--- src/include/ocr_defines.vh ---
`ifndef OCR_DEFINES_VH
`define OCR_DEFINES_VH

// register offsets
`define OCR_ADDR_PRESENT      8'h03
`define OCR_ADDR_LATCHED      8'h04
`define OCR_ADDR_RETRY_CTRL   8'h0B
`define OCR_ADDR_LIMIT_SETUP  8'h0D
`define OCR_ADDR_DELAY_SETUP  8'h0E
`define OCR_ADDR_RESTART      8'hA2
`define OCR_ADDR_STORED       8'hAD

// field positions
`define OCR_BIT_OC_PRESENT    1
`define OCR_BIT_OC_LATCHED    1
`define OCR_RETRY_SEL_LSB     0
`define OCR_LIMIT_SET_LSB     0
`define OCR_FLOOR_SEL_LSB     4
`define OCR_BIT_FOLD_OFF      6
`define OCR_BIT_LOAD_FOLD     7
`define OCR_COOL_SEL_LSB      0
`define OCR_BIT_DELAY_RUN     6

// reset values
`define OCR_RST_RETRY_CTRL    8'h03
`define OCR_RST_DELAY_SETUP   8'h00
`define OCR_RST_RESTART       8'h00
`define OCR_RST_STORED        8'h0F

// retry selector codes
`define OCR_RETRY_NONE        2'h0
`define OCR_RETRY_ONE         2'h1
`define OCR_RETRY_SEVEN       2'h2
`define OCR_RETRY_ALWAYS      2'h3
`define OCR_RETRY_LIMIT_ONE   3'h1
`define OCR_RETRY_LIMIT_SEVEN 3'h7

// foldback figures, ratio in 1/128 units, volts in 1.8V/255 codes
`define OCR_RATIO_FULL        8'h80
`define OCR_RATIO_10PCT       8'h0D
`define OCR_RATIO_20PCT       8'h1A
`define OCR_RATIO_50PCT       8'h40
`define OCR_KNEE_CODE         8'h80
`define OCR_LIMIT_BASE_MV     5'h0F

// timing
`define OCR_CLK_KHZ           25000
`define OCR_COOL_BASE_MS      512
`define OCR_RESET_TIMER_MS    16400
`define OCR_COOL_BASE_CYCLES  (`OCR_COOL_BASE_MS * `OCR_CLK_KHZ)
`define OCR_RESET_TIMER_CYCLES (`OCR_RESET_TIMER_MS * `OCR_CLK_KHZ)

`endif

--- src/hdl/ocr_ctrl.v ---
`include "ocr_defines.vh"

// Summary of operation
// present flag set while current limit engaged and thermal timer charging.
// timer threshold sets latched fault flag and drives gate off.
// present flag clears once the gate is off.
// nonzero retry field lets gate return only after cooling delay.
// cooling delay selectable 512ms to 65.5s in doubling steps.
// delay-running flag is one for the whole cooling delay.
// retry field selects one, seven or unlimited retries.
// finite retries start a counter reset timer at each retry.
// fault before expiry increments counter and restarts; expiry clears counter.
// retries used up plus fault before expiry latches gate off.
// reset timer held disabled while power good is not met.
// overcurrent retry counter and timer are private to this block.
// retry field zero keeps gate off until fault flag reset, then delay.
// limit sense voltage set in 1mV steps from 15mV to 30mV.
// limit configuration loads power-on defaults from stored copy.
// fast pull-down threshold is always twice the limit sense voltage.
// host may keep copper resistance in free nonvolatile scratch area (no scratch area in this block; address E9 reads zero).
// foldback floor selects 10, 20, 50 or 100 percent.
// startup uses flat foldback at the floor.
// normal mode ratio rises linearly from floor to full at knee.
// load power foldback falls linearly to half at maximum voltage.
// foldback disable acts only in normal mode, not on load power foldback.
// unlimited retry never latches off and retries after each delay.
module ocr_ctrl #(
  parameter [31:0] COOL_BASE_CYCLES   = `OCR_COOL_BASE_CYCLES,
  parameter [31:0] RESET_TIMER_CYCLES = `OCR_RESET_TIMER_CYCLES
) (
  input  wire        clock,
  input  wire        srst,
  input  wire        gate_on_request,
  input  wire        current_limit_active,
  input  wire        thermal_timer_charging,
  input  wire        thermal_timer_tripped,
  input  wire        power_good_latched,
  input  wire [7:0]  attenuated_drain_sense,
  input  wire [7:0]  reg_addr,
  input  wire        reg_write,
  input  wire [7:0]  reg_wdata,
  input  wire        reg_read,
  output reg  [7:0]  reg_rdata,
  output wire        gate_drive,
  output reg  [12:0] limit_sense_voltage,
  output reg  [5:0]  fast_pulldown_threshold
);

  localparam [1:0] ST_ON      = 2'h0;
  localparam [1:0] ST_COOL    = 2'h1;
  localparam [1:0] ST_LATCHED = 2'h2;

  // cooldown length for a selector, doubling per step
  function [31:0] cool_cycles;
    input [2:0] sel;
    begin
      cool_cycles = COOL_BASE_CYCLES << sel;
    end
  endfunction

  // floor ratio for a selector
  function [7:0] floor_ratio;
    input [1:0] sel;
    begin
      case (sel)
        2'h0:    floor_ratio = `OCR_RATIO_10PCT;
        2'h1:    floor_ratio = `OCR_RATIO_20PCT;
        2'h2:    floor_ratio = `OCR_RATIO_50PCT;
        default: floor_ratio = `OCR_RATIO_FULL;
      endcase
    end
  endfunction

  // foldback ratio from mode, settings and output voltage code
  function [7:0] fold_ratio;
    input [7:0] volt;
    input [7:0] floor_val;
    input       normal_mode;
    input       fold_off;
    input       load_fold;
    reg   [15:0] rise;
    reg   [7:0]  drop;
    begin
      rise = 16'h0000;
      drop = 8'h00;
      if (!normal_mode)
        fold_ratio = floor_val;
      else if (volt < `OCR_KNEE_CODE)
      begin
        if (fold_off)
          fold_ratio = `OCR_RATIO_FULL;
        else
        begin
          rise = (`OCR_RATIO_FULL - floor_val) * volt;
          fold_ratio = floor_val + rise[14:7];
        end
      end
      else if (load_fold)
      begin
        drop = (volt - `OCR_KNEE_CODE + 8'h01) >> 1;
        fold_ratio = `OCR_RATIO_FULL - drop;
      end
      else
        fold_ratio = `OCR_RATIO_FULL;
    end
  endfunction

  // pin inputs, two flops each
  reg  [4:0] sync_a;
  reg  [4:0] sync_b;
  reg  [7:0] volt_a;
  reg  [7:0] volt_b;
  wire       on_req   = sync_b[0];
  wire       cl_act   = sync_b[1];
  wire       chg_in   = sync_b[2];
  wire       trip_in  = sync_b[3];
  wire       pg       = sync_b[4];

  always @(posedge clock)
  begin
    if (srst)
    begin
      sync_a <= 5'h00;
      sync_b <= 5'h00;
      volt_a <= 8'h00;
      volt_b <= 8'h00;
    end
    else
    begin
      sync_a <= {power_good_latched, thermal_timer_tripped, thermal_timer_charging,
                 current_limit_active, gate_on_request};
      sync_b <= sync_a;
      volt_a <= attenuated_drain_sense;
      volt_b <= volt_a;
    end
  end

  // registers
  reg  [7:0] retry_policy_control;
  reg  [7:0] limit_foldback_setup;
  reg  [7:0] delay_threshold_setup;
  reg  [7:0] restart_delay_control;
  reg  [7:0] stored_limit_defaults;
  reg        defaults_pending;
  reg        overcurrent_latched_flag;
  reg        overcurrent_present_flag;

  reg  [1:0] state;
  reg  [1:0] next_state;
  reg  [2:0] retries_used;
  reg  [2:0] next_retries_used;

  wire       cool_running;
  wire       cool_expired;
  wire       rst_running;
  wire       rst_expired;

  wire [1:0] overcurrent_retry_count_sel = retry_policy_control[`OCR_RETRY_SEL_LSB +: 2];
  wire [2:0] cooldown_duration_sel      = delay_threshold_setup[`OCR_COOL_SEL_LSB +: 3];
  wire [3:0] limit_sense_setting        = limit_foldback_setup[`OCR_LIMIT_SET_LSB +: 4];
  wire [1:0] foldback_floor_sel         = limit_foldback_setup[`OCR_FLOOR_SEL_LSB +: 2];
  wire       normal_foldback_disable    = limit_foldback_setup[`OCR_BIT_FOLD_OFF];
  wire       load_power_foldback_enable = limit_foldback_setup[`OCR_BIT_LOAD_FOLD];

  wire       finite_retry = (overcurrent_retry_count_sel == `OCR_RETRY_ONE) ||
                            (overcurrent_retry_count_sel == `OCR_RETRY_SEVEN);
  wire [2:0] retry_limit  = (overcurrent_retry_count_sel == `OCR_RETRY_ONE) ?
                            `OCR_RETRY_LIMIT_ONE : `OCR_RETRY_LIMIT_SEVEN;

  assign gate_drive = (state == ST_ON) && on_req;
  wire   oc_event   = gate_drive && trip_in;
  wire   retry_now  = (state == ST_COOL) && cool_expired;
  wire   flag_clear = reg_write && (reg_addr == `OCR_ADDR_LATCHED) &&
                      !reg_wdata[`OCR_BIT_OC_LATCHED];

  // retry state machine
  always @*
  begin
    next_state        = state;
    next_retries_used = retries_used;
    case (state)
      ST_ON:
      begin
        if (oc_event)
        begin
          if (overcurrent_retry_count_sel == `OCR_RETRY_NONE)
            next_state = ST_LATCHED;
          else if (!finite_retry)
            next_state = ST_COOL;
          else if (rst_running && retries_used >= retry_limit)
            next_state = ST_LATCHED;
          else
          begin
            next_state = ST_COOL;
            next_retries_used = rst_running ? retries_used + 3'h1 : 3'h1;
          end
        end
        else if (rst_expired)
          next_retries_used = 3'h0;
      end
      ST_COOL:
      begin
        if (cool_expired)
          next_state = ST_ON;
      end
      ST_LATCHED:
      begin
        if (!overcurrent_latched_flag)
          next_state = ST_COOL;
      end
      default:
        next_state = ST_COOL;
    endcase
  end

  always @(posedge clock)
  begin
    if (srst)
    begin
      state        <= ST_ON;
      retries_used <= 3'h0;
    end
    else
    begin
      state        <= next_state;
      retries_used <= next_retries_used;
    end
  end

  // cooling delay timer
  ocr_timer u_cool_timer (
    .clock      (clock),
    .srst       (srst),
    .start      (next_state == ST_COOL && state != ST_COOL),
    .clear      (1'b0),
    .load_value (cool_cycles(cooldown_duration_sel)),
    .running    (cool_running),
    .expired    (cool_expired)
  );

  // retry counter reset timer, own instance
  ocr_timer u_reset_timer (
    .clock      (clock),
    .srst       (srst),
    .start      (retry_now && finite_retry),
    .clear      (!pg || oc_event),
    .load_value (RESET_TIMER_CYCLES),
    .running    (rst_running),
    .expired    (rst_expired)
  );

  // flags: hardware set wins over software clear
  always @(posedge clock)
  begin
    if (srst)
    begin
      overcurrent_latched_flag <= 1'b0;
      overcurrent_present_flag <= 1'b0;
    end
    else
    begin
      if (oc_event)
        overcurrent_latched_flag <= 1'b1;
      else if (flag_clear)
        overcurrent_latched_flag <= 1'b0;
      overcurrent_present_flag <= cl_act && chg_in && gate_drive;
    end
  end

  // configuration registers and power-on default load
  always @(posedge clock)
  begin
    if (srst)
    begin
      retry_policy_control  <= `OCR_RST_RETRY_CTRL;
      limit_foldback_setup  <= `OCR_RST_STORED;
      delay_threshold_setup <= `OCR_RST_DELAY_SETUP;
      restart_delay_control <= `OCR_RST_RESTART;
      stored_limit_defaults <= `OCR_RST_STORED;
      defaults_pending      <= 1'b1;
    end
    else
    begin
      defaults_pending <= 1'b0;
      if (defaults_pending)
        limit_foldback_setup <= stored_limit_defaults;
      else if (reg_write && reg_addr == `OCR_ADDR_LIMIT_SETUP)
        limit_foldback_setup <= reg_wdata;
      if (reg_write && reg_addr == `OCR_ADDR_RETRY_CTRL)
        retry_policy_control <= reg_wdata;
      if (reg_write && reg_addr == `OCR_ADDR_DELAY_SETUP)
        delay_threshold_setup <= reg_wdata;
      if (reg_write && reg_addr == `OCR_ADDR_RESTART)
        restart_delay_control <= reg_wdata;
      if (reg_write && reg_addr == `OCR_ADDR_STORED)
        stored_limit_defaults <= reg_wdata;
    end
  end

  // registered read data, unmapped reads zero
  always @(posedge clock)
  begin
    if (srst)
      reg_rdata <= 8'h00;
    else if (reg_read)
    begin
      case (reg_addr)
        `OCR_ADDR_PRESENT:     reg_rdata <= {6'h00, overcurrent_present_flag, 1'b0};
        `OCR_ADDR_LATCHED:     reg_rdata <= {6'h00, overcurrent_latched_flag, 1'b0};
        `OCR_ADDR_RETRY_CTRL:  reg_rdata <= retry_policy_control;
        `OCR_ADDR_LIMIT_SETUP: reg_rdata <= limit_foldback_setup;
        `OCR_ADDR_DELAY_SETUP: reg_rdata <= delay_threshold_setup;
        `OCR_ADDR_RESTART:     reg_rdata <= {restart_delay_control[7], cool_running,
                                             restart_delay_control[5:0]};
        `OCR_ADDR_STORED:      reg_rdata <= stored_limit_defaults;
        default:               reg_rdata <= 8'h00;
      endcase
    end
  end

  // current limit and fast pull-down outputs
  wire [4:0] limit_mv = `OCR_LIMIT_BASE_MV + {1'b0, limit_sense_setting};
  wire [7:0] ratio    = fold_ratio(volt_b, floor_ratio(foldback_floor_sel), pg,
                                   normal_foldback_disable,
                                   load_power_foldback_enable);
  wire [12:0] scaled  = limit_mv * ratio;

  always @(posedge clock)
  begin
    if (srst)
    begin
      limit_sense_voltage     <= 13'h0000;
      fast_pulldown_threshold <= 6'h00;
    end
    else
    begin
      limit_sense_voltage     <= scaled;
      fast_pulldown_threshold <= {limit_mv, 1'b0};
    end
  end

endmodule // ocr_ctrl

--- src/hdl/ocr_timer.v ---
`include "ocr_defines.vh"

// one-shot down counter with running level and expiry pulse
module ocr_timer (
  input  wire        clock,
  input  wire        srst,
  input  wire        start,
  input  wire        clear,
  input  wire [31:0] load_value,
  output reg         running,
  output reg         expired
);

  reg [31:0] remaining;

  // start restarts, clear wins over start
  always @(posedge clock)
  begin
    if (srst || clear)
    begin
      running   <= 1'b0;
      remaining <= 32'h00000000;
      expired   <= 1'b0;
    end
    else if (start)
    begin
      running   <= 1'b1;
      remaining <= load_value;
      expired   <= 1'b0;
    end
    else if (running && remaining <= 32'h00000001)
    begin
      running   <= 1'b0;
      remaining <= 32'h00000000;
      expired   <= 1'b1;
    end
    else
    begin
      remaining <= running ? remaining - 32'h00000001 : remaining;
      expired   <= 1'b0;
    end
  end

endmodule // ocr_timer

--- config.mk ---
export PLATFORM = sky130hd
export DESIGN_NAME = ocr_ctrl
export DESIGN_NICKNAME = d
export VERILOG_FILES = /design/src/hdl/ocr_ctrl.v /design/src/hdl/ocr_timer.v
export VERILOG_INCLUDE_DIRS = /design/src /design/src/include
export SDC_FILE = /design/constraint.sdc
export NUM_CORES = 1
export LEC_CHECK = 0
export ABC_CLOCK_PERIOD_IN_PS = 25700
export BUFFER_PORTS_ARGS = -buffer_cell sky130_fd_sc_hd__buf_2
export CELL_PAD_IN_SITES_DETAIL_PLACEMENT = 1
export CELL_PAD_IN_SITES_GLOBAL_PLACEMENT = 2
export CORE_ASPECT_RATIO = 2
export CORE_MARGIN = 2
export CORE_UTILIZATION = 42
export CTS_BUF_LIST = sky130_fd_sc_hd__clkbuf_8
export DETAILED_ROUTE_END_ITERATION = 16
export MAX_ROUTING_LAYER = met4
export PLACE_DENSITY = 0.95
export SYNTH_ARGS = -nofsm -noshare
export SYNTH_HDL_FRONTEND = slang
export SYNTH_SLANG_ARGS = --single-unit
--- constraint.sdc ---
create_clock -name clock -period 25.7 [get_ports clock]
set_clock_uncertainty 0.1 [all_clocks]
set_input_delay 3.855 -clock clock [delete_from_list [all_inputs] [get_ports clock]]
set_output_delay 3.855 -clock clock [all_outputs]
set_load 0.01 [all_outputs]
; After elaboration in Yosys (flattened, before gate mapping)
; Index checks and enable logic that the tools add are counted.
[word_totals]
output_inout_bits = 28
inputBits = 33
wordCells = 132
reg_bits = 169
[classes]
reduce_logical = 36
add_sub_neg = 9
n_shift = 1
n_mul = 2
n_lt_le_gt_ge = 4
n_mux = 37
eq_ne = 18
[op_table]
columns = op, n
row1 = $mux 32, 3
row2 = $mux 29, 3
row3 = $le 32x1->1 const B, 2
row4 = $sub 32x1->32 const B, 2
row5 = $pmux 8 s7, 1
row6 = $mux 8, 6
row7 = $shl 24x3->32 const A, 1
row8 = $eq 8x4->1 const B, 3
row9 = $pmux 8 s3, 1
row10 = $mux 3, 7
row11 = $logic_and 1x1->1, 17
row12 = $eq 8x8->1 const B, 2
row13 = $mul 9x9->15, 1
row14 = $mul 5x8->13, 1
row15 = $mux 2, 6
row16 = $reduce_bool 2->1, 5
row17 = $mux 1, 9
row18 = $sub 8x8->9 const A, 1
row19 = $add 8x1->8 const B, 1
row20 = $add 8x8->8, 1
row21 = $eq 2x1->1 const B, 4
row22 = $eq 8x2->1 const B, 1
row23 = $eq 8x3->1 const B, 1
row24 = $lt 8x8->1 const B, 1
row25 = other kinds (16), 27

; Logic depth before layout (Yosys ltp)
[logic_depth]
depth_word = 12
mapped_depth = 40
ltp_nobuf = 39

; Cells and area by module
; A second synthesis with hierarchy kept.
[hier_totals]
cells_unflattened = 1438
area_unflattened_um2 = 12286.8
[by_module_without_submodules]
columns = mod, n_inst, seq_area_each_um2, cells_per_inst, area_per_inst_um2
row1 = ocr_ctrl, 1, 1981.9, 938, 8120.3
row2 = ocr_timer, 2, 680.7, 250, 2083.2

; Least setup slack after synthesis
; Ideal clock, no wire load.
[synth_timing]
path_kind = reg-to-reg
from = register limit_foldback_setup[4]
to = register limit_sense_voltage[11]
path_buffers = 1
path_slack_ps = 17265
arrival_ps = 8207
synth_period_minus_slack_ps = 8435
stages_incl_launch_ff = 34
setup_ps = 128
t_required_ps = 25472
path_cell_list = dfxtp_1 > nand2_1 > clkbuf_1 > ha_1 > nand2b_1 > fa_1 > fa_1 > fa_1 > fa_1 > inv_1 > ha_1 > o21a_1 > o21ai_0 > nor2_1 > nor2_1 > xnor2_1 > ha_1 > xor2_1 > nand2_1 > o211ai_1 > o21ai_0 > or2_2 > fa_1 > fa_1 > fa_1 > inv_1 > ha_1 > a21oi_1 > o21bai_1 > a2111oi_0 > nor3_1 > a31oi_1 > xor2_1 > nor2_1
[synth_via]
elab_chain_cells = 9
word_cells_on_any_way = 11
cone_classes = add/sub: 2 / mul: 2 / eq/ne: 2 / mux: 4 / reduce/logical: 1
[synth_rtl]
columns = item, line
row1 = from (decl), ocr_ctrl.v:140  ; reg [7:0] limit_foldback_setup;
row2 = from (signal assigned), ocr_ctrl.v:276  ; limit_foldback_setup <= `OCR_RST_STORED;
row3 = from (signal assigned), ocr_ctrl.v:286  ; limit_foldback_setup <= stored_limit_defaults;
row4 = from (signal assigned), ocr_ctrl.v:288  ; limit_foldback_setup <= reg_wdata;
row5 = $eq 2x2->1 (tied with other cells), ocr_ctrl.v:65  ; case (sel)
row6 = $pmux 8 s3 (*), ocr_ctrl.v:65
row7 = $sub 8x8->9 (no source line), n/a
row8 = $mul 9x9->15, ocr_ctrl.v:94  ; rise = (`OCR_RATIO_FULL - floor_val) * volt;
row9 = $add 8x8->8, ocr_ctrl.v:95  ; fold_ratio = floor_val + rise[14:7];
row10 = $mux 8, ocr_ctrl.v:90  ; if (fold_off)
row11 = $mux 8, ocr_ctrl.v:88  ; else if (volt < `OCR_KNEE_CODE)
row12 = $mux 8 (*), ocr_ctrl.v:86  ; if (!normal_mode)
row13 = $mul 5x8->13 (*), ocr_ctrl.v:326  ; wire [12:0] scaled = limit_mv * ratio;
row14 = to (signal assigned), ocr_ctrl.v:337  ; limit_sense_voltage <= scaled;
row15 = to (decl), ocr_ctrl.v:45  ; output reg [12:0] limit_sense_voltage,
; Every way passes the cells marked *; elsewhere a longest branch is shown, timed or not.
; A chain may end at the register's enable or synchronous reset.

; Worst setup path after layout
[layout_timing]
from = register limit_foldback_setup[5]
to = register limit_sense_voltage[11]
; Same word-level chain as after synthesis.

==> flow_results.org <==
** Run status
- The run finished with clean final reports.

** Routing
- After detailed routing, the number of remaining DRC violations is 0.
- First-pass iteration count of the detailed router :: 4
- Routed wire length per instance :: 17.9 µm
- Drt initial violations :: 307
- In this run the remaining antenna-violating nets after routing total 0.
- The final route contains 9,510 vias.
- Dividing the detail-routed via count by the number of cells gives 5.47.
- DRT Wirelength :: 31.1 mm

** Worst hold path
- End of the worst hold path :: volt_b[4]
- Worst min path class :: register to register
- In this run the most critical hold path is launched from volt_a[4].
- Along the worst hold path, the cell count comes to 1.

** Clock tree
- Clock slew at reported path FFs :: 0.11 ns
- # hold bufs at CTS :: 0
- Post-CTS repair changed the size of 0 cells.
- Buffers added to address setup during post-CTS repair amount to 0.
- The clock passes through at most 2 buffers.
- In this run the number of H-tree levels came out at 4.
- The clock net in this run drives a total of 167 sinks.
- At the later pin of the worst-skew pair, clock insertion delay measures 0.52 ns.
- Number of buffers created by CTS :: 17
- TritonCTS built the clock tree.
- In this run the clock root is driven by a clkbuf_8.

** Setup path
- STA classifies the critical path startpoint as a register.
- Critical path data arrival time :: 10.09 ns
- The worst setup path is captured at a register.
- Register-to-register setup slack :: 15.89 ns
- Max Fanout on Critical Path :: 12
- In this design, the stage delay of the slowest critical-path cell is 0.67 ns.
- Register-to-Register Path Depth :: 33
- Crit Reg-Reg Startpoint :: limit_foldback_setup[5]
- Classification of the worst setup path :: register to register
- The endpoint identified for the worst register-to-register timing path is limit_sense_voltage[11].
- Data required time of the worst path :: 25.98 ns
- Cell with the biggest individual delay on the critical path :: dfxtp_1
- Critical Path Most Common Cell :: fa_1

** GRT
- The initial antenna violation count is 0.
- After global routing the overflow that remains totals 0.
- In the global route stage, overall resource usage came out at 23.3%.
- The number of global-route vias before repair is 10,285.
- Entering global routing, the biggest net connects 71 pins.
- The first global-routing pass estimated 51.1 mm of wire.

** Timing
- Setup violations remaining at the end of the flow were counted as 0.
- The number of pins exceeding their max-slew limit in the final report is 0.
- The worst path uses 38.2% of the clock period.
- Final Hold Fails :: 0
- For the pin with the worst max-slew slack, the measured transition is 1.23 ns.
- Setup repair after global routing left no endpoint under its margin.
- Fmax :: 102 MHz
- Fin Setup TNS :: 0 ns
- Final critical path time including I/O delays and setup :: 9.81 ns
- Headroom to the max-slew limit came out at 18.2%.

** Job
- Max Cap Violations :: 0

** Floorplanning
- For this configuration, the core starts out at a cell density of 42.7%.
- DIE AREA :: 28,200 µm²
- Die outline width :: 120 µm
- Overall die height :: 236 µm
- Number of primary I/O pins :: 61
- After floorplanning, the core was divided into 84 placement rows.
- Core footprint :: 26,400 µm²

** Placement
- RePlAce Congestion :: 0.886
- Buffers placed on the I/O ports in this run total 59.
- Detailed placement finished with a half-perimeter wire length of 23.8 mm.

** Synth
- After synthesis, the largest area contributor takes up 29.7% of total cell area.
- Most common cell in the synthesized netlist :: nor2_1
- In the synthesized netlist, the number of instances is 1,344.
- During synthesis, Yosys emitted a total of 0 warnings.
- Ranked by instance count, the synthesized netlist is headed by nor2_1, dfxtp_1, nand2_1.
- The most used flip-flop cell after synthesis is dfxtp_1.
- Ranked by total cell area, the synthesized netlist is headed by dfxtp_1, fa_1, ha_1.
- The largest total area in the synthesized netlist belongs to dfxtp_1.
- Flop and latch count out of synthesis :: 167
- In this run the mean area of a mapped cell was 8.38 µm².
- Number of unique standard cell types used by synthesis :: 65
- Counting flops with a built-in enable in the synthesized netlist gives 0.
- In the synthesized netlist the async set-or-reset flop fraction comes to 0%.
- After synthesis, flip-flops and latches occupy 29.7% of the total area.
- Synthesized cell area :: 11,300 µm²

** Final layout
- The multi-input combinational cells in the finished layout cover a total of 7290 µm².
- Layout area overhead :: 8.64%
- Share of cells above drive strength 1 :: 7.97%
- Layout filler cell count :: 3,165
- The sequential cells in the finished layout cover a total of 3340 µm².
- After the last flow step, the layout net total stands at 1,554.

** Pwr
- Power spread over the standard cell area amounts to 62.6 nW/µm².
- Summing internal, switching and leakage power gives 766 µW.
- Max IR drop VDD :: 0.0458 mV
- In this run the static leakage power is 5.32 nW.
[metal layers]
metal / vias to the layer above / part of all wire, % / global-route usage [%]
met2: 143 / 57 / 43.4
li1: 4608 / - / -
met1: 4694 / 38 / 24.0
met4: 0 / 3.0 / 9.52
met3: 65 / 2.5 / 3.34
met5: - / 0 / -
[power breakdown]
group	switching [mW]	total, mW	internal, mW
clock network	0.114	0.192	0.0788
logic	0.167	0.293	0.126
registers	0.00864	0.280	0.271
[cells by family (layout without fill, tap and decap cells)]
group / count (synthesis) / count (layout) / synth area share, %
fa+ha+maj: 141 / 141 / 20.3
other cells: 2 / 10 / 0.0667
buf+inv: 169 / 211 / 5.86
flops: 167 / 167 / 29.7
compound gates: 237 / 237 / 13.5
xor+xnor: 80 / 80 / 6.22
simple gates: 533 / 533 / 23.0
mux: 15 / 15 / 1.33
[final cells by class]
type / instances / area share [%]
multi-input combinational: 1015 / 59.6
sequential: 167 / 27.3
tap: 344 / 3.52
inverter: 111 / 3.41
timing repair buffer: 68 / 2.99
clock buffer: 17 / 1.91
clock inverter: 15 / 1.23
antenna: 1 / 0.0205
[cell usage in the layout, fill, tap and decap left out, types with 8 or more instances in the layout]
master	instances
a211oi_1	8
a21o_1	12
a21oi_1	76
a22o_1	10
a22oi_1	18
a311oi_1	11
a31oi_1	10
and2_1	12
buf_2	58
buf_4	10
clkbuf_8	17
conb_1	9
dfxtp_1	167
fa_1	69
ha_1	72
inv_1	112
mux2i_1	15
nand2_1	126
nand2b_1	16
nand3_1	36
nand4_1	8
nor2_1	169
nor2b_1	48
nor3_1	43
nor3b_1	10
nor4_1	12
o211ai_1	13
o21ai_0	32
o21ai_1	10
or3_1	10
xnor2_1	53
xor2_1	27
[state kept, by name, summed over array words and instances, names as in the netlist, 8 cells and up]
signal,flops
volt_b,8
u_cool_timer.remaining,32
delay_threshold_setup,8
limit_sense_voltage,13
stored_limit_defaults,8
limit_foldback_setup,8
u_reset_timer.remaining,32
volt_a,8
retry_policy_control,8
reg_rdata,8
[worst max path at each step]
stage                            start                      end  slack, ns
2_1_floorplan  limit_foldback_setup[4]  limit_sense_voltage[11]      17.27
3_3_place_gp   limit_foldback_setup[5]  limit_sense_voltage[11]      16.39
3_5_place_dp   limit_foldback_setup[5]  limit_sense_voltage[11]      15.97
4_1_cts        limit_foldback_setup[5]  limit_sense_voltage[11]      15.92
5_1_grt        limit_foldback_setup[5]  limit_sense_voltage[12]      15.30
6_report       limit_foldback_setup[5]  limit_sense_voltage[11]      15.89
[metrics by stage]
step                util, %  cells  hold slack, ns  instance area, µm²  worst slack, ns
global route           46.3   1737           0.357               12200            15.30
floorplan                 -   1351           0.314               11300            17.27
finish                 46.4   1738           0.340               12200            15.89
detailed placement     44.9   1705           0.327               11800            15.97
CTS                    46.3   1737           0.346               12200            15.92
global placement       44.9   1705           0.318               11800            16.39
[critical path, delay by kind of cell, from the launching register on]
family	cells	cell delay (ns)
adders and majority gates	11	4.89
AOI/OAI and AO/OA	8	1.81
and+or+nand+nor	8	1.47
DFF	1	0.67
xor gates and xnor gates	3	0.42
buffers and inverters	3	0.29
(Power assumes the default switching activity.)
